==> config.mk <==
export PLATFORM = sky130hd
export DESIGN_NAME = cbu_branch_unit
export DESIGN_NICKNAME = d
export VERILOG_FILES = /design/src/core/cbu_pkg.sv /design/src/core/cbu_branch_unit.sv /design/src/core/cbu_cond_eval.sv
export SDC_FILE = /design/constraint.sdc
export NUM_CORES = 1
export LEC_CHECK = 0
export BUFFER_PORTS_ARGS = -buffer_cell sky130_fd_sc_hd__buf_2
export CAP_MARGIN = 15
export CORE_ASPECT_RATIO = 0.9
export CORE_MARGIN = 4
export CORE_UTILIZATION = 64
export CTS_BUF_LIST = sky130_fd_sc_hd__clkbuf_4 sky130_fd_sc_hd__clkbuf_8 sky130_fd_sc_hd__clkbuf_16
export CTS_CLUSTER_DIAMETER = 60
export CTS_CLUSTER_SIZE = 8
export DETAILED_ROUTE_END_ITERATION = 8
export HOLD_SLACK_MARGIN = 0.1
export MAX_ROUTING_LAYER = met4
export PLACE_DENSITY = 0.87
export SYNTH_ARGS = -nofsm -noshare
export SYNTH_HDL_FRONTEND = slang
export SYNTH_SLANG_ARGS = --single-unit
==> constraint.sdc <==
create_clock -name clk_sys -period 7.05 [get_ports clk_sys]
set_input_delay 0.705 -clock clk_sys [delete_from_list [all_inputs] [get_ports clk_sys]]
set_output_delay 0.705 -clock clk_sys [all_outputs]
set_load 0.02 [all_outputs]
==> src/core/cbu_pkg.sv <==
// Package for the conditional branch unit: opcodes, addresses, flag bits.
// Assumes an 8-bit data, 16-bit address processor bus.
package cbu_pkg;
    localparam int          CBU_AW         = 16;
    localparam int          CBU_DW         = 8;
    localparam logic [15:0] CBU_DUMMY_ADDR = 16'hFFFF;
    localparam logic [15:0] CBU_PC_STEP    = 16'h0002;
    localparam logic [15:0] CBU_OPR_STEP   = 16'h0001;
    localparam logic [15:0] CBU_PC_RESET   = 16'h0000;
    localparam logic [7:0]  CBU_DATA_RESET = 8'h00;
    // Condition code register bit positions
    localparam int CBU_BIT_C = 0;
    localparam int CBU_BIT_V = 1;
    localparam int CBU_BIT_Z = 2;
    localparam int CBU_BIT_N = 3;
    // Branch opcodes
    localparam logic [7:0] OP_BRANCH_ALWAYS         = 8'h20;
    localparam logic [7:0] OP_BRANCH_NEVER          = 8'h21;
    localparam logic [7:0] OP_BRANCH_UNSIGNED_HIGHER = 8'h22;
    localparam logic [7:0] OP_BRANCH_LOWER_OR_SAME  = 8'h23;
    localparam logic [7:0] OP_BRANCH_CARRY_CLEAR    = 8'h24;
    localparam logic [7:0] OP_BRANCH_CARRY_SET      = 8'h25;
    localparam logic [7:0] OP_BRANCH_NOT_EQUAL      = 8'h26;
    localparam logic [7:0] OP_BRANCH_EQUAL          = 8'h27;
    localparam logic [7:0] OP_BRANCH_OVERFLOW_CLEAR = 8'h28;
    localparam logic [7:0] OP_BRANCH_OVERFLOW_SET   = 8'h29;
    localparam logic [7:0] OP_BRANCH_PLUS           = 8'h2A;
    localparam logic [7:0] OP_BRANCH_MINUS          = 8'h2B;
    localparam logic [7:0] OP_BRANCH_SIGNED_GE      = 8'h2C;
    localparam logic [7:0] OP_BRANCH_SIGNED_LT      = 8'h2D;
    localparam logic [7:0] OP_BRANCH_SIGNED_GT      = 8'h2E;
    localparam logic [7:0] OP_BRANCH_SIGNED_LE      = 8'h2F;
    // Sequence states, Gray along fetch, offset, dummy
    typedef enum logic [1:0] {
        CBU_ST_FETCH  = 2'b00,
        CBU_ST_OFFSET = 2'b01,
        CBU_ST_DUMMY  = 2'b11
    } cbu_state_e;
endpackage

==> src/core/cbu_branch_unit.sv <==
// Conditional branch unit: runs relative branches over the memory bus.
// Assumes synchronous program memory answering in the same cycle,
// and flags supplied by the arithmetic logic on the same clock.
`timescale 1ns/1ps
// Contract
// RQ1 - Signed ge: branch when N xor V clear
// RQ2 - Signed gt: branch when Z or (N^V) clear
// RQ3 - Unsigned higher: branch when C or Z clear
// RQ4 - Taken: PC = op+2+offset, else op+2
// RQ5 - Three reads: opcode, offset, dummy FFFF
// RQ6 - Condition code register never modified
// RQ7 - Decode le, lt, equal, not equal
// RQ8 - Decode lower-or-same, carry set, carry clear
// RQ9 - Decode minus, plus, overflow, always, never
// RQ10 - Offset sign-extended to sixteen bits
module cbu_branch_unit
    import cbu_pkg::*;
(
    // Clock and reset
    input  wire logic              clk_sys,
    input  wire logic              reset,
    input  wire logic              clk_en,
    // Memory bus
    output logic [cbu_pkg::CBU_AW-1:0] bus_addr,
    output logic                   bus_rw,
    input  wire logic [cbu_pkg::CBU_DW-1:0] bus_rdata,
    // Flags
    input  wire logic [7:0]        ccr_in,
    output logic [7:0]             ccr_out,
    // Program counter
    output logic [cbu_pkg::CBU_AW-1:0] pc,
    output logic                   branch_taken,
    output logic                   illegal_op
);
    cbu_state_e        state_reg;
    logic [15:0]       op_addr_reg;
    logic [7:0]        opcode_reg;
    logic [7:0]        offset_reg;
    logic              taken;
    logic              is_branch;
    logic [15:0]       rel_ext;
    logic [15:0]       pc_next;

    assign is_branch = bus_rdata[7:4] == OP_BRANCH_ALWAYS[7:4];

    cbu_cond_eval u_eval (
        .opcode (opcode_reg),
        .condition_code_register    (ccr_in),
        .taken  (taken)
    );

    // RQ10 sign extension
    assign rel_ext = {{(CBU_AW - CBU_DW){offset_reg[CBU_DW-1]}}, offset_reg};
    // RQ4 target select
    assign pc_next = taken ? op_addr_reg + CBU_PC_STEP + rel_ext
                           : op_addr_reg + CBU_PC_STEP;

    // RQ5 read sequencer
    always_ff @(posedge clk_sys or posedge reset) begin
        if (reset) begin
            state_reg   <= CBU_ST_FETCH;
            opcode_reg  <= CBU_DATA_RESET;
            offset_reg  <= CBU_DATA_RESET;
            op_addr_reg <= CBU_PC_RESET;
        end else if (clk_en) begin
            case (state_reg)
                CBU_ST_FETCH: begin
                    op_addr_reg <= pc;
                    opcode_reg  <= bus_rdata;
                    if (is_branch) begin
                        state_reg <= CBU_ST_OFFSET;
                    end
                end
                CBU_ST_OFFSET: begin
                    offset_reg <= bus_rdata;
                    state_reg  <= CBU_ST_DUMMY;
                end
                CBU_ST_DUMMY: state_reg <= CBU_ST_FETCH;
                default:      state_reg <= CBU_ST_FETCH;
            endcase
        end
    end

    // Bus address, always a read
    always_ff @(posedge clk_sys or posedge reset) begin
        if (reset) begin
            bus_addr <= CBU_PC_RESET;
            bus_rw   <= 1'b1;
        end else if (clk_en) begin
            bus_rw <= 1'b1;
            case (state_reg)
                // Same step either way; a skipped opcode is one byte
                CBU_ST_FETCH:  bus_addr <= pc + CBU_OPR_STEP;
                // RQ5 dummy cycle address
                CBU_ST_OFFSET: bus_addr <= CBU_DUMMY_ADDR;
                CBU_ST_DUMMY:  bus_addr <= pc_next;
                default:       bus_addr <= pc;
            endcase
        end
    end

    // RQ4 program counter update
    always_ff @(posedge clk_sys or posedge reset) begin
        if (reset) begin
            pc           <= CBU_PC_RESET;
            branch_taken <= 1'b0;
            illegal_op   <= 1'b0;
        end else if (clk_en) begin
            branch_taken <= 1'b0;
            illegal_op   <= 1'b0;
            case (state_reg)
                // Non-branch opcodes are skipped; full decoder lives elsewhere
                CBU_ST_FETCH: begin
                    pc         <= pc + CBU_OPR_STEP;
                    illegal_op <= ~is_branch;
                end
                CBU_ST_DUMMY: begin
                    pc           <= pc_next;
                    branch_taken <= taken;
                end
                default: pc <= pc;
            endcase
        end
    end

    // RQ6 flags pass through untouched
    always_ff @(posedge clk_sys or posedge reset) begin
        if (reset) begin
            ccr_out <= CBU_DATA_RESET;
        end else if (clk_en) begin
            ccr_out <= ccr_in;
        end
    end

    AST_DUMMY_READ: assert property (@(posedge clk_sys) // RQ5
        disable iff (reset)
        clk_en && state_reg == CBU_ST_OFFSET |=> bus_addr == CBU_DUMMY_ADDR
        && bus_rw)
        else $error("dummy read not at FFFF");

    AST_THREE_CYCLES: assert property (@(posedge clk_sys) // RQ5
        disable iff (reset)
        clk_en && state_reg == CBU_ST_FETCH && is_branch ##1 clk_en
        |-> ##1 clk_en |-> ##1 state_reg == CBU_ST_FETCH)
        else $error("branch not three cycles");

    AST_ALWAYS_READ: assert property (@(posedge clk_sys) // RQ5
        disable iff (reset)
        bus_rw)
        else $error("write cycle issued");

    AST_OFFSET_ADDR: assert property (@(posedge clk_sys) // RQ5
        disable iff (reset)
        clk_en && state_reg == CBU_ST_FETCH && is_branch |=>
        bus_addr == $past(bus_addr) + CBU_OPR_STEP)
        else $error("offset not read from next address");

    AST_HOLD: assert property (@(posedge clk_sys) // RQ5
        disable iff (reset)
        !clk_en |=> $stable(pc) && $stable(bus_addr) && $stable(state_reg))
        else $error("state moved while enable low");

    AST_SKIP: assert property (@(posedge clk_sys) // RQ5
        disable iff (reset)
        clk_en && state_reg == CBU_ST_FETCH && !is_branch |=>
        illegal_op && state_reg == CBU_ST_FETCH)
        else $error("unknown opcode not skipped");

    AST_FETCH_AT_PC: assert property (@(posedge clk_sys) // RQ4
        disable iff (reset)
        state_reg == CBU_ST_FETCH |-> bus_addr == pc)
        else $error("fetch not at program counter");

    AST_TARGET: assert property (@(posedge clk_sys) // RQ4
        disable iff (reset)
        clk_en && state_reg == CBU_ST_DUMMY && taken |=> pc ==
        $past(op_addr_reg) + CBU_PC_STEP + {{8{$past(offset_reg[7])}},
        $past(offset_reg)})
        else $error("taken target wrong");

    AST_FALLTHRU: assert property (@(posedge clk_sys) // RQ4
        disable iff (reset)
        clk_en && state_reg == CBU_ST_DUMMY && !taken |=>
        pc == $past(op_addr_reg) + CBU_PC_STEP)
        else $error("fall-through wrong");

    AST_TAKEN_PULSE: assert property (@(posedge clk_sys) // RQ4
        disable iff (reset)
        clk_en && branch_taken |=> !branch_taken)
        else $error("taken pulse too long");

    AST_CCR_KEEP: assert property (@(posedge clk_sys) // RQ6
        disable iff (reset)
        clk_en |=> ccr_out == $past(ccr_in))
        else $error("flags changed");

    AST_GE: assert property (@(posedge clk_sys) // RQ1
        disable iff (reset)
        opcode_reg == OP_BRANCH_SIGNED_GE |-> taken ==
        !(ccr_in[CBU_BIT_N] ^ ccr_in[CBU_BIT_V]))
        else $error("ge decision wrong");

    AST_GT: assert property (@(posedge clk_sys) // RQ2
        disable iff (reset)
        opcode_reg == OP_BRANCH_SIGNED_GT |-> taken == !(ccr_in[CBU_BIT_Z]
        | (ccr_in[CBU_BIT_N] ^ ccr_in[CBU_BIT_V])))
        else $error("gt decision wrong");

    AST_HI: assert property (@(posedge clk_sys) // RQ3
        disable iff (reset)
        opcode_reg == OP_BRANCH_UNSIGNED_HIGHER |-> taken ==
        !(ccr_in[CBU_BIT_C] | ccr_in[CBU_BIT_Z]))
        else $error("higher decision wrong");

    AST_EQUAL: assert property (@(posedge clk_sys) // RQ7
        disable iff (reset)
        opcode_reg == OP_BRANCH_EQUAL |-> taken == ccr_in[CBU_BIT_Z])
        else $error("equal decision wrong");

    AST_LE: assert property (@(posedge clk_sys) // RQ7
        disable iff (reset)
        opcode_reg == OP_BRANCH_SIGNED_LE |-> taken == (ccr_in[CBU_BIT_Z]
        | (ccr_in[CBU_BIT_N] ^ ccr_in[CBU_BIT_V])))
        else $error("le decision wrong");

    AST_LOWER_SAME: assert property (@(posedge clk_sys) // RQ8
        disable iff (reset)
        opcode_reg == OP_BRANCH_LOWER_OR_SAME |-> taken ==
        (ccr_in[CBU_BIT_C] | ccr_in[CBU_BIT_Z]))
        else $error("lower-or-same decision wrong");

    AST_ALWAYS: assert property (@(posedge clk_sys) // RQ9
        disable iff (reset)
        opcode_reg == OP_BRANCH_ALWAYS |-> taken)
        else $error("always branch not taken");

    AST_NEVER: assert property (@(posedge clk_sys) // RQ9
        disable iff (reset)
        opcode_reg == OP_BRANCH_NEVER |-> !taken)
        else $error("never branch taken");

    AST_NEVER_PC: assert property (@(posedge clk_sys) // RQ9
        disable iff (reset)
        clk_en && state_reg == CBU_ST_DUMMY && opcode_reg == OP_BRANCH_NEVER
        |=> !branch_taken && pc == $past(op_addr_reg) + CBU_PC_STEP)
        else $error("never branch moved off fall-through");

    AST_SIGN: assert property (@(posedge clk_sys) // RQ10
        disable iff (reset)
        clk_en && state_reg == CBU_ST_OFFSET |=>
        rel_ext == {{8{$past(bus_rdata[7])}}, $past(bus_rdata)})
        else $error("offset not sign-extended");
endmodule // cbu_branch_unit

==> src/core/cbu_cond_eval.sv <==
// Branch condition evaluator: opcode and flags to taken decision.
// Assumes the caller has already checked that the opcode is a branch.
`timescale 1ns/1ps
module cbu_cond_eval
    import cbu_pkg::*;
(
    // Decode inputs
    input  wire logic [7:0] opcode,
    input  wire logic [7:0] condition_code_register,
    // Decision
    output logic            taken
);
    logic c;
    logic v;
    logic z;
    logic n;
    assign c = condition_code_register[CBU_BIT_C];
    assign v = condition_code_register[CBU_BIT_V];
    assign z = condition_code_register[CBU_BIT_Z];
    assign n = condition_code_register[CBU_BIT_N];

    always_comb begin
        case (opcode)
            // RQ1 signed ge test
            OP_BRANCH_SIGNED_GE:       taken = (n ^ v) == 1'b0;
            // RQ2 signed gt test
            OP_BRANCH_SIGNED_GT:       taken = (z | (n ^ v)) == 1'b0;
            // RQ3 unsigned higher test
            OP_BRANCH_UNSIGNED_HIGHER: taken = (c | z) == 1'b0;
            // RQ7 other signed tests and equality tests
            OP_BRANCH_SIGNED_LE:       taken = z | (n ^ v);
            OP_BRANCH_SIGNED_LT:       taken = n ^ v;
            OP_BRANCH_EQUAL:           taken = z;
            OP_BRANCH_NOT_EQUAL:       taken = ~z;
            // RQ8 carry based tests
            OP_BRANCH_LOWER_OR_SAME:   taken = c | z;
            OP_BRANCH_CARRY_SET:       taken = c;
            OP_BRANCH_CARRY_CLEAR:     taken = ~c;
            // RQ9 single flag, unconditional
            OP_BRANCH_MINUS:           taken = n;
            OP_BRANCH_PLUS:            taken = ~n;
            OP_BRANCH_OVERFLOW_SET:    taken = v;
            OP_BRANCH_OVERFLOW_CLEAR:  taken = ~v;
            OP_BRANCH_ALWAYS:          taken = 1'b1;
            OP_BRANCH_NEVER:           taken = 1'b0;
            default:                   taken = 1'b0;
        endcase
    end
endmodule // cbu_cond_eval

Word level (Yosys, flattened, before mapping)
Index checks and enable logic that the tools add are counted.
Storage, ports and cells
  flip-flop bits (word level): 76
  input port bits: 19
  output and inout port bits: 43
  word-level logic and storage cells: 56
Cells by class
  add/sub/neg operators: 3
  equality and inequality tests: 19
  muxes and demuxes: 8
  bitwise gates (word level): 11
  reductions and logical operators: 6
Operators with widths (number)
  8-bit by 6-bit equality test with 1-bit output (second input constant): 15
  16-bit one-hot mux with 3 select lines: 1
  16-bit one-hot mux with 2 select lines: 1
  16-bit by 1-bit adder with 16-bit output (second input constant): 1
  16-bit adder: 1
  16-bit by 2-bit adder with 16-bit output (second input constant): 1
  16-bit 2-to-1 mux: 1
  1-bit one-hot mux with 15 select lines: 1
  1-bit NOT: 8
  2-bit AND reduction: 4
  4-bit by 2-bit equality test with 1-bit output (second input constant): 1
  2-bit one-hot mux with 2 select lines: 1
  2-bit by 1-bit equality test with 1-bit output (second input constant): 1
  2-bit equality test (second input constant): 1
  2-bit zero test: 1
  1-bit 2-to-1 mux: 2
  2-bit 2-to-1 mux: 1
  2-bit != test (second input constant): 1
  1-bit bitwise OR: 2
  2-bit nonzero test: 1
  1-bit XOR: 1

Depth between registers and ports, before layout
  word-level depth: 6
  mapped depth: 14
  mapped depth without buffers: 13

By module
From an unflattened synthesis, not the netlist that was laid out.
Unflattened totals
  cell total of the unflattened synthesis: 548
  area, all modules: 5158.7 µm²
By module, submodules not included
  cbu_branch_unit: times used 1, cells each 518, area an instance 4941.0 µm²
  cbu_cond_eval: times used 1, cells each 30, area an instance 217.7 µm²

Least setup slack after synthesis
OpenSTA, ideal clock, no wires.
  path type: register to register
  start: reg op_addr_reg[1]
  end: reg bus_addr[12] (netlist name)
  data arrival time: 2.694 ns
  required time: 6.973 ns
  slack: 4.279 ns
  cell stages (with the launch flop): 15
  clock period less this slack: 2.771 ns
  cell sequence: dfrtp_1 ha_1 inv_1 nor2_1 nand2_1 xnor2_1 ha_1 clkbuf_1 a21o_1 a31oi_1 o211ai_1 a31oi_1 a2111oi_0 or3_1 a21oi_1
Between the ends
  word-level cells in the longest chain between the ends: 4
Ends and longest elaborated chain
  from (decl): RTL line cbu_branch_unit.sv:36  | logic [15:0] op_addr_reg;
  from (signal assigned): RTL line cbu_branch_unit.sv:68  | op_addr_reg <= pc;
  16-bit by 2-bit adder with 16-bit output (*): RTL line cbu_branch_unit.sv:55, cbu_branch_unit.sv:56
  16-bit adder: RTL line cbu_branch_unit.sv:55  | assign pc_next = taken ? op_addr_reg + CBU_PC_STEP + rel_ext
  16-bit 2-to-1 mux (*): RTL line cbu_branch_unit.sv:55
  16-bit one-hot mux with 3 select lines (*): RTL line cbu_branch_unit.sv:91  | case (state_reg)
  to (signal assigned): RTL line cbu_branch_unit.sv:93  | CBU_ST_FETCH: bus_addr <= pc + CBU_OPR_STEP;
  to (signal assigned): RTL line cbu_branch_unit.sv:96  | CBU_ST_DUMMY: bus_addr <= pc_next;
  to (signal assigned): RTL line cbu_branch_unit.sv:97  | default: bus_addr <= pc;
  to (decl): RTL line cbu_branch_unit.sv:24  | output logic [cbu_pkg::CBU_AW-1:0] bus_addr,
Mark *: on every way between the ends. The rest lies on a longest branch, timed or not.
A chain may end at the register's enable or synchronous reset.

Worst setup path after layout
Ends and elaborated chain as after synthesis.

==> results.sh <==
export IMPL_drt_iter0_markers=320
export IMPL_dieArea_um2=9440
export IMPL_rows=30
export IMPL_worst_endpoint_required_ns=7.29
export IMPL_min_period_ns=3.59
export IMPL_power_frac_comb_pct=58.2
export IMPL_tns_ns=0
export IMPL_wl_um=13000
export IMPL_hold_viol_final=0
export IMPL_synth_edff_count=0
export IMPL_dp_slack_ns=3.57
export IMPL_yosysSeqAreaShare_pct=37.4
export IMPL_dr_wl_met2_um=6460
export IMPL_grt_max_degree=77
export IMPL_yosysWarnings=0
export IMPL_wl_per_cell_um=18.8
export IMPL_area_delta_synth_final_pct=9.84
export IMPL_multi_input_area_um2=2970
export IMPL_nFillCells=561
export IMPL_synth_cell_type_count=62
export IMPL_rsz0062_at_grt="false"
export IMPL_arrival_ns=3.83
export IMPL_critPathMostFrequentCell="ha_1"
export IMPL_layout_commonest_cell="dfrtp_1"
export IMPL_hold_class="reg2reg"
export IMPL_ys_ff_latch=76
export IMPL_ir_drop_uv=283
export IMPL_finClkSkew_ns=0.0120
export IMPL_max_stage_delay_ns=0.82
export IMPL_cts_setup_buffers=0
export IMPL_reg2reg_to="bus_addr[12]"
export IMPL_cts_max_level=3
export IMPL_hpwlAfterDp_um=9190
export IMPL_worst_slew_pin_slew_ns=1.13
export IMPL_fmaxAchievable_ghz=0.279
export IMPL_p_sw_w=0.00139
export IMPL_vias=4477
export IMPL_sw_frac_of_total_pct=49.5
export IMPL_async_reset_ff_share_pct=100
export IMPL_avgSynthCellArea_um2=9.32
export IMPL_path_class="reg2reg"
export IMPL_critPathLaunchType="register"
export IMPL_numClockSinks=76
export IMPL_critical_path_max_fanout=7
export IMPL_min_from="illegal_op"
export IMPL_antenna_found_initial=0
export IMPL_r2r_start="op_addr_reg[1]"
export IMPL_core_area_um2=7660
export IMPL_fin_ws_ns=3.46
export IMPL_cts_tree="built"
export IMPL_avgViaCountPerCell=6.49
export IMPL_cts_resized=0
export IMPL_drc=0
export IMPL_layout_drive_gt1_share_pct=20.5
export IMPL_crit_path_start="op_addr_reg[1]"
export IMPL_routed_top_layer="met4"
export IMPL_grt_total_usage_pct=29.1
export IMPL_clock_latency_ns=0.36
export IMPL_final_util_pct=73.0
export IMPL_cts_root_buf="clkbuf_8"
export IMPL_postCtsHoldBufs=0
export IMPL_dr_wl_met3_um=719
export IMPL_portBuffers=60
export IMPL_synth_area_um2=5090
export IMPL_p_clk_share_pct=11.7
export IMPL_mostFrequentLayoutCells="dfrtp_1 (76), buf_2 (60), o21ai_0 (39)"
export IMPL_min_to="illegal_op"
export IMPL_place_congestion=0.898
export IMPL_status="completed"
export IMPL_grt_pass1_wl_um=21300
export IMPL_io_pins=62
export IMPL_setup_viol=0
export IMPL_drv_cap=0
export IMPL_diodes=0
export IMPL_grt_pass1_vias=4477
export IMPL_worstHoldPathCells=1
export IMPL_syn_nets=589
export IMPL_postSynthCellCount=546
export IMPL_post_dp_cell_area_um2=5400
export IMPL_p_leak_nw=2.64
export IMPL_seq_area_um2=1900
export IMPL_met1_length_um=5380
export IMPL_cp_end_kind="register"
export IMPL_slew_headroom_pct=24.3
export IMPL_synth_main_ff_cell="dfrtp_1"
export IMPL_die_height_um=92.6
export IMPL_crit_chain="ha_1 -> inv_1 -> nor2_1 -> nand3_1 -> xnor2_1 -> ha_1 -> and3_1 -> nand2_1 -> o211ai_1 -> a31oi_1 -> a2111oi_0 -> or3_1 -> a21oi_1"
export IMPL_cts_buffers=9
export IMPL_ant_nets=0
export IMPL_cpMaxStageDelayCell="a2111oi_0"
export IMPL_power_frac_seq_pct=30.1
export IMPL_powerDensity_nw_per_um2=503
export IMPL_clkTransAtPathRegs_ns=0.10
export IMPL_ff2ff_path_depth=13
export IMPL_die_w_um=102
export IMPL_fin_nets=632
export IMPL_rrSetupSlack_ns=3.46
export IMPL_start_util_pct=66.5
export IMPL_finalMaxSlewViolations=0
export IMPL_post_route_period_util_pct=50.9
export IMPL_clockBufferDepth=2
export IMPL_first_pass_iters=5
export IMPL_grt_ovfl_total=0
export IMPL_p_int_w=0.00142
export IMPL_finish_instance_area_um2=5590
==> cells in the mapped netlist, types with 8 or more instances <==
cell | n | area share (%)
dfrtp_1 | 76 | 37
o21ai_0 | 39 | 3.8
a21oi_1 | 37 | 3.6
mux2_2 | 37 | 8.2
nand2_1 | 37 | 2.7
nor2_1 | 34 | 2.5
clkbuf_1 | 24 | 1.8
ha_1 | 23 | 5.7
xor2_1 | 21 | 3.6
inv_1 | 18 | 1.3
xnor2_1 | 17 | 2.9
nand2b_1 | 15 | 1.8
nand3b_1 | 15 | 2.2
nand3_1 | 14 | 1.4
mux2i_1 | 10 | 2.0
nor3_1 | 10 | 0.98
a22oi_1 | 9 | 1.3
and3_1 | 9 | 1.1
o211ai_1 | 8 | 1.2
==> kinds of logic after synthesis <==
| kind of cell | Yosys count | synth area share, % |
|---|---|---|
| fa+ha+maj | 24 | 6.05 |
| buf+inv | 51 | 4.38 |
| mux | 48 | 10.4 |
| xor+xnor | 38 | 6.54 |
| compound gates | 150 | 19.0 |
| flops | 76 | 37.4 |
| simple gates | 158 | 16.1 |
| other cells | 1 | 0.0737 |
==> worst max path at each step <==
stage                    to  slack, ns
4_1_cts        bus_addr[12]       3.49
6_report       bus_addr[12]       3.46
5_1_grt        bus_addr[12]       3.20
3_5_place_dp   bus_addr[12]       3.57
3_3_place_gp   bus_addr[12]       3.76
2_1_floorplan  bus_addr[12]       4.28
==> per-layer routing <==
layer | vias to the layer above | global-route usage (%)
met1 | 2175 | 36.3
li1 | 2068 | -
met3 | 35 | 6.10
met4 | 0 | 11.4
met5 | - | -
met2 | 199 | 46.3
==> stage by stage <==
step | hold slack (ns) | std cells | power (W)
global placement | 0.460 | 674 | 0.00237
detailed placement | 0.469 | 674 | 0.00245
CTS | 0.492 | 690 | 0.00279
floorplan | 0.442 | 546 | 0.00202
global route | 0.501 | 690 | 0.00301
finish | 0.492 | 690 | 0.00281
==> area by class of cell <==
type | instances | area share [%]
clock buffers | 9 | 2.22
inverters | 18 | 1.21
clock inverters | 7 | 1.16
repair buffers | 65 | 6.04
flip-flops and latches | 76 | 34.0
multi-input cells | 419 | 53.2
well taps | 96 | 2.15
==> worst max-delay path: cells and delay by family, from the launching register on <==
kind                       cells  cell delay, ns
AOI/OAI and AO/OA              4            1.12
and+or+nand+nor                5            0.96
adders and majority gates      2            0.64
DFF                            1            0.50
xor gates and xnor gates       1            0.17
buffers and inverters          1            0.07
==> power by group through the flow <==
stage                     combinational [W]  sequential, W  clock (W)
final                               0.00164       0.000847   0.000328
after global routing                0.00179       0.000872   0.000351
after CTS                           0.00162       0.000838   0.000330
after detailed placement            0.00161       0.000845          0
after global placement              0.00154       0.000832          0
after floorplan                     0.00115       0.000869          0
Note: power is estimated with default switching activity, not from simulation.
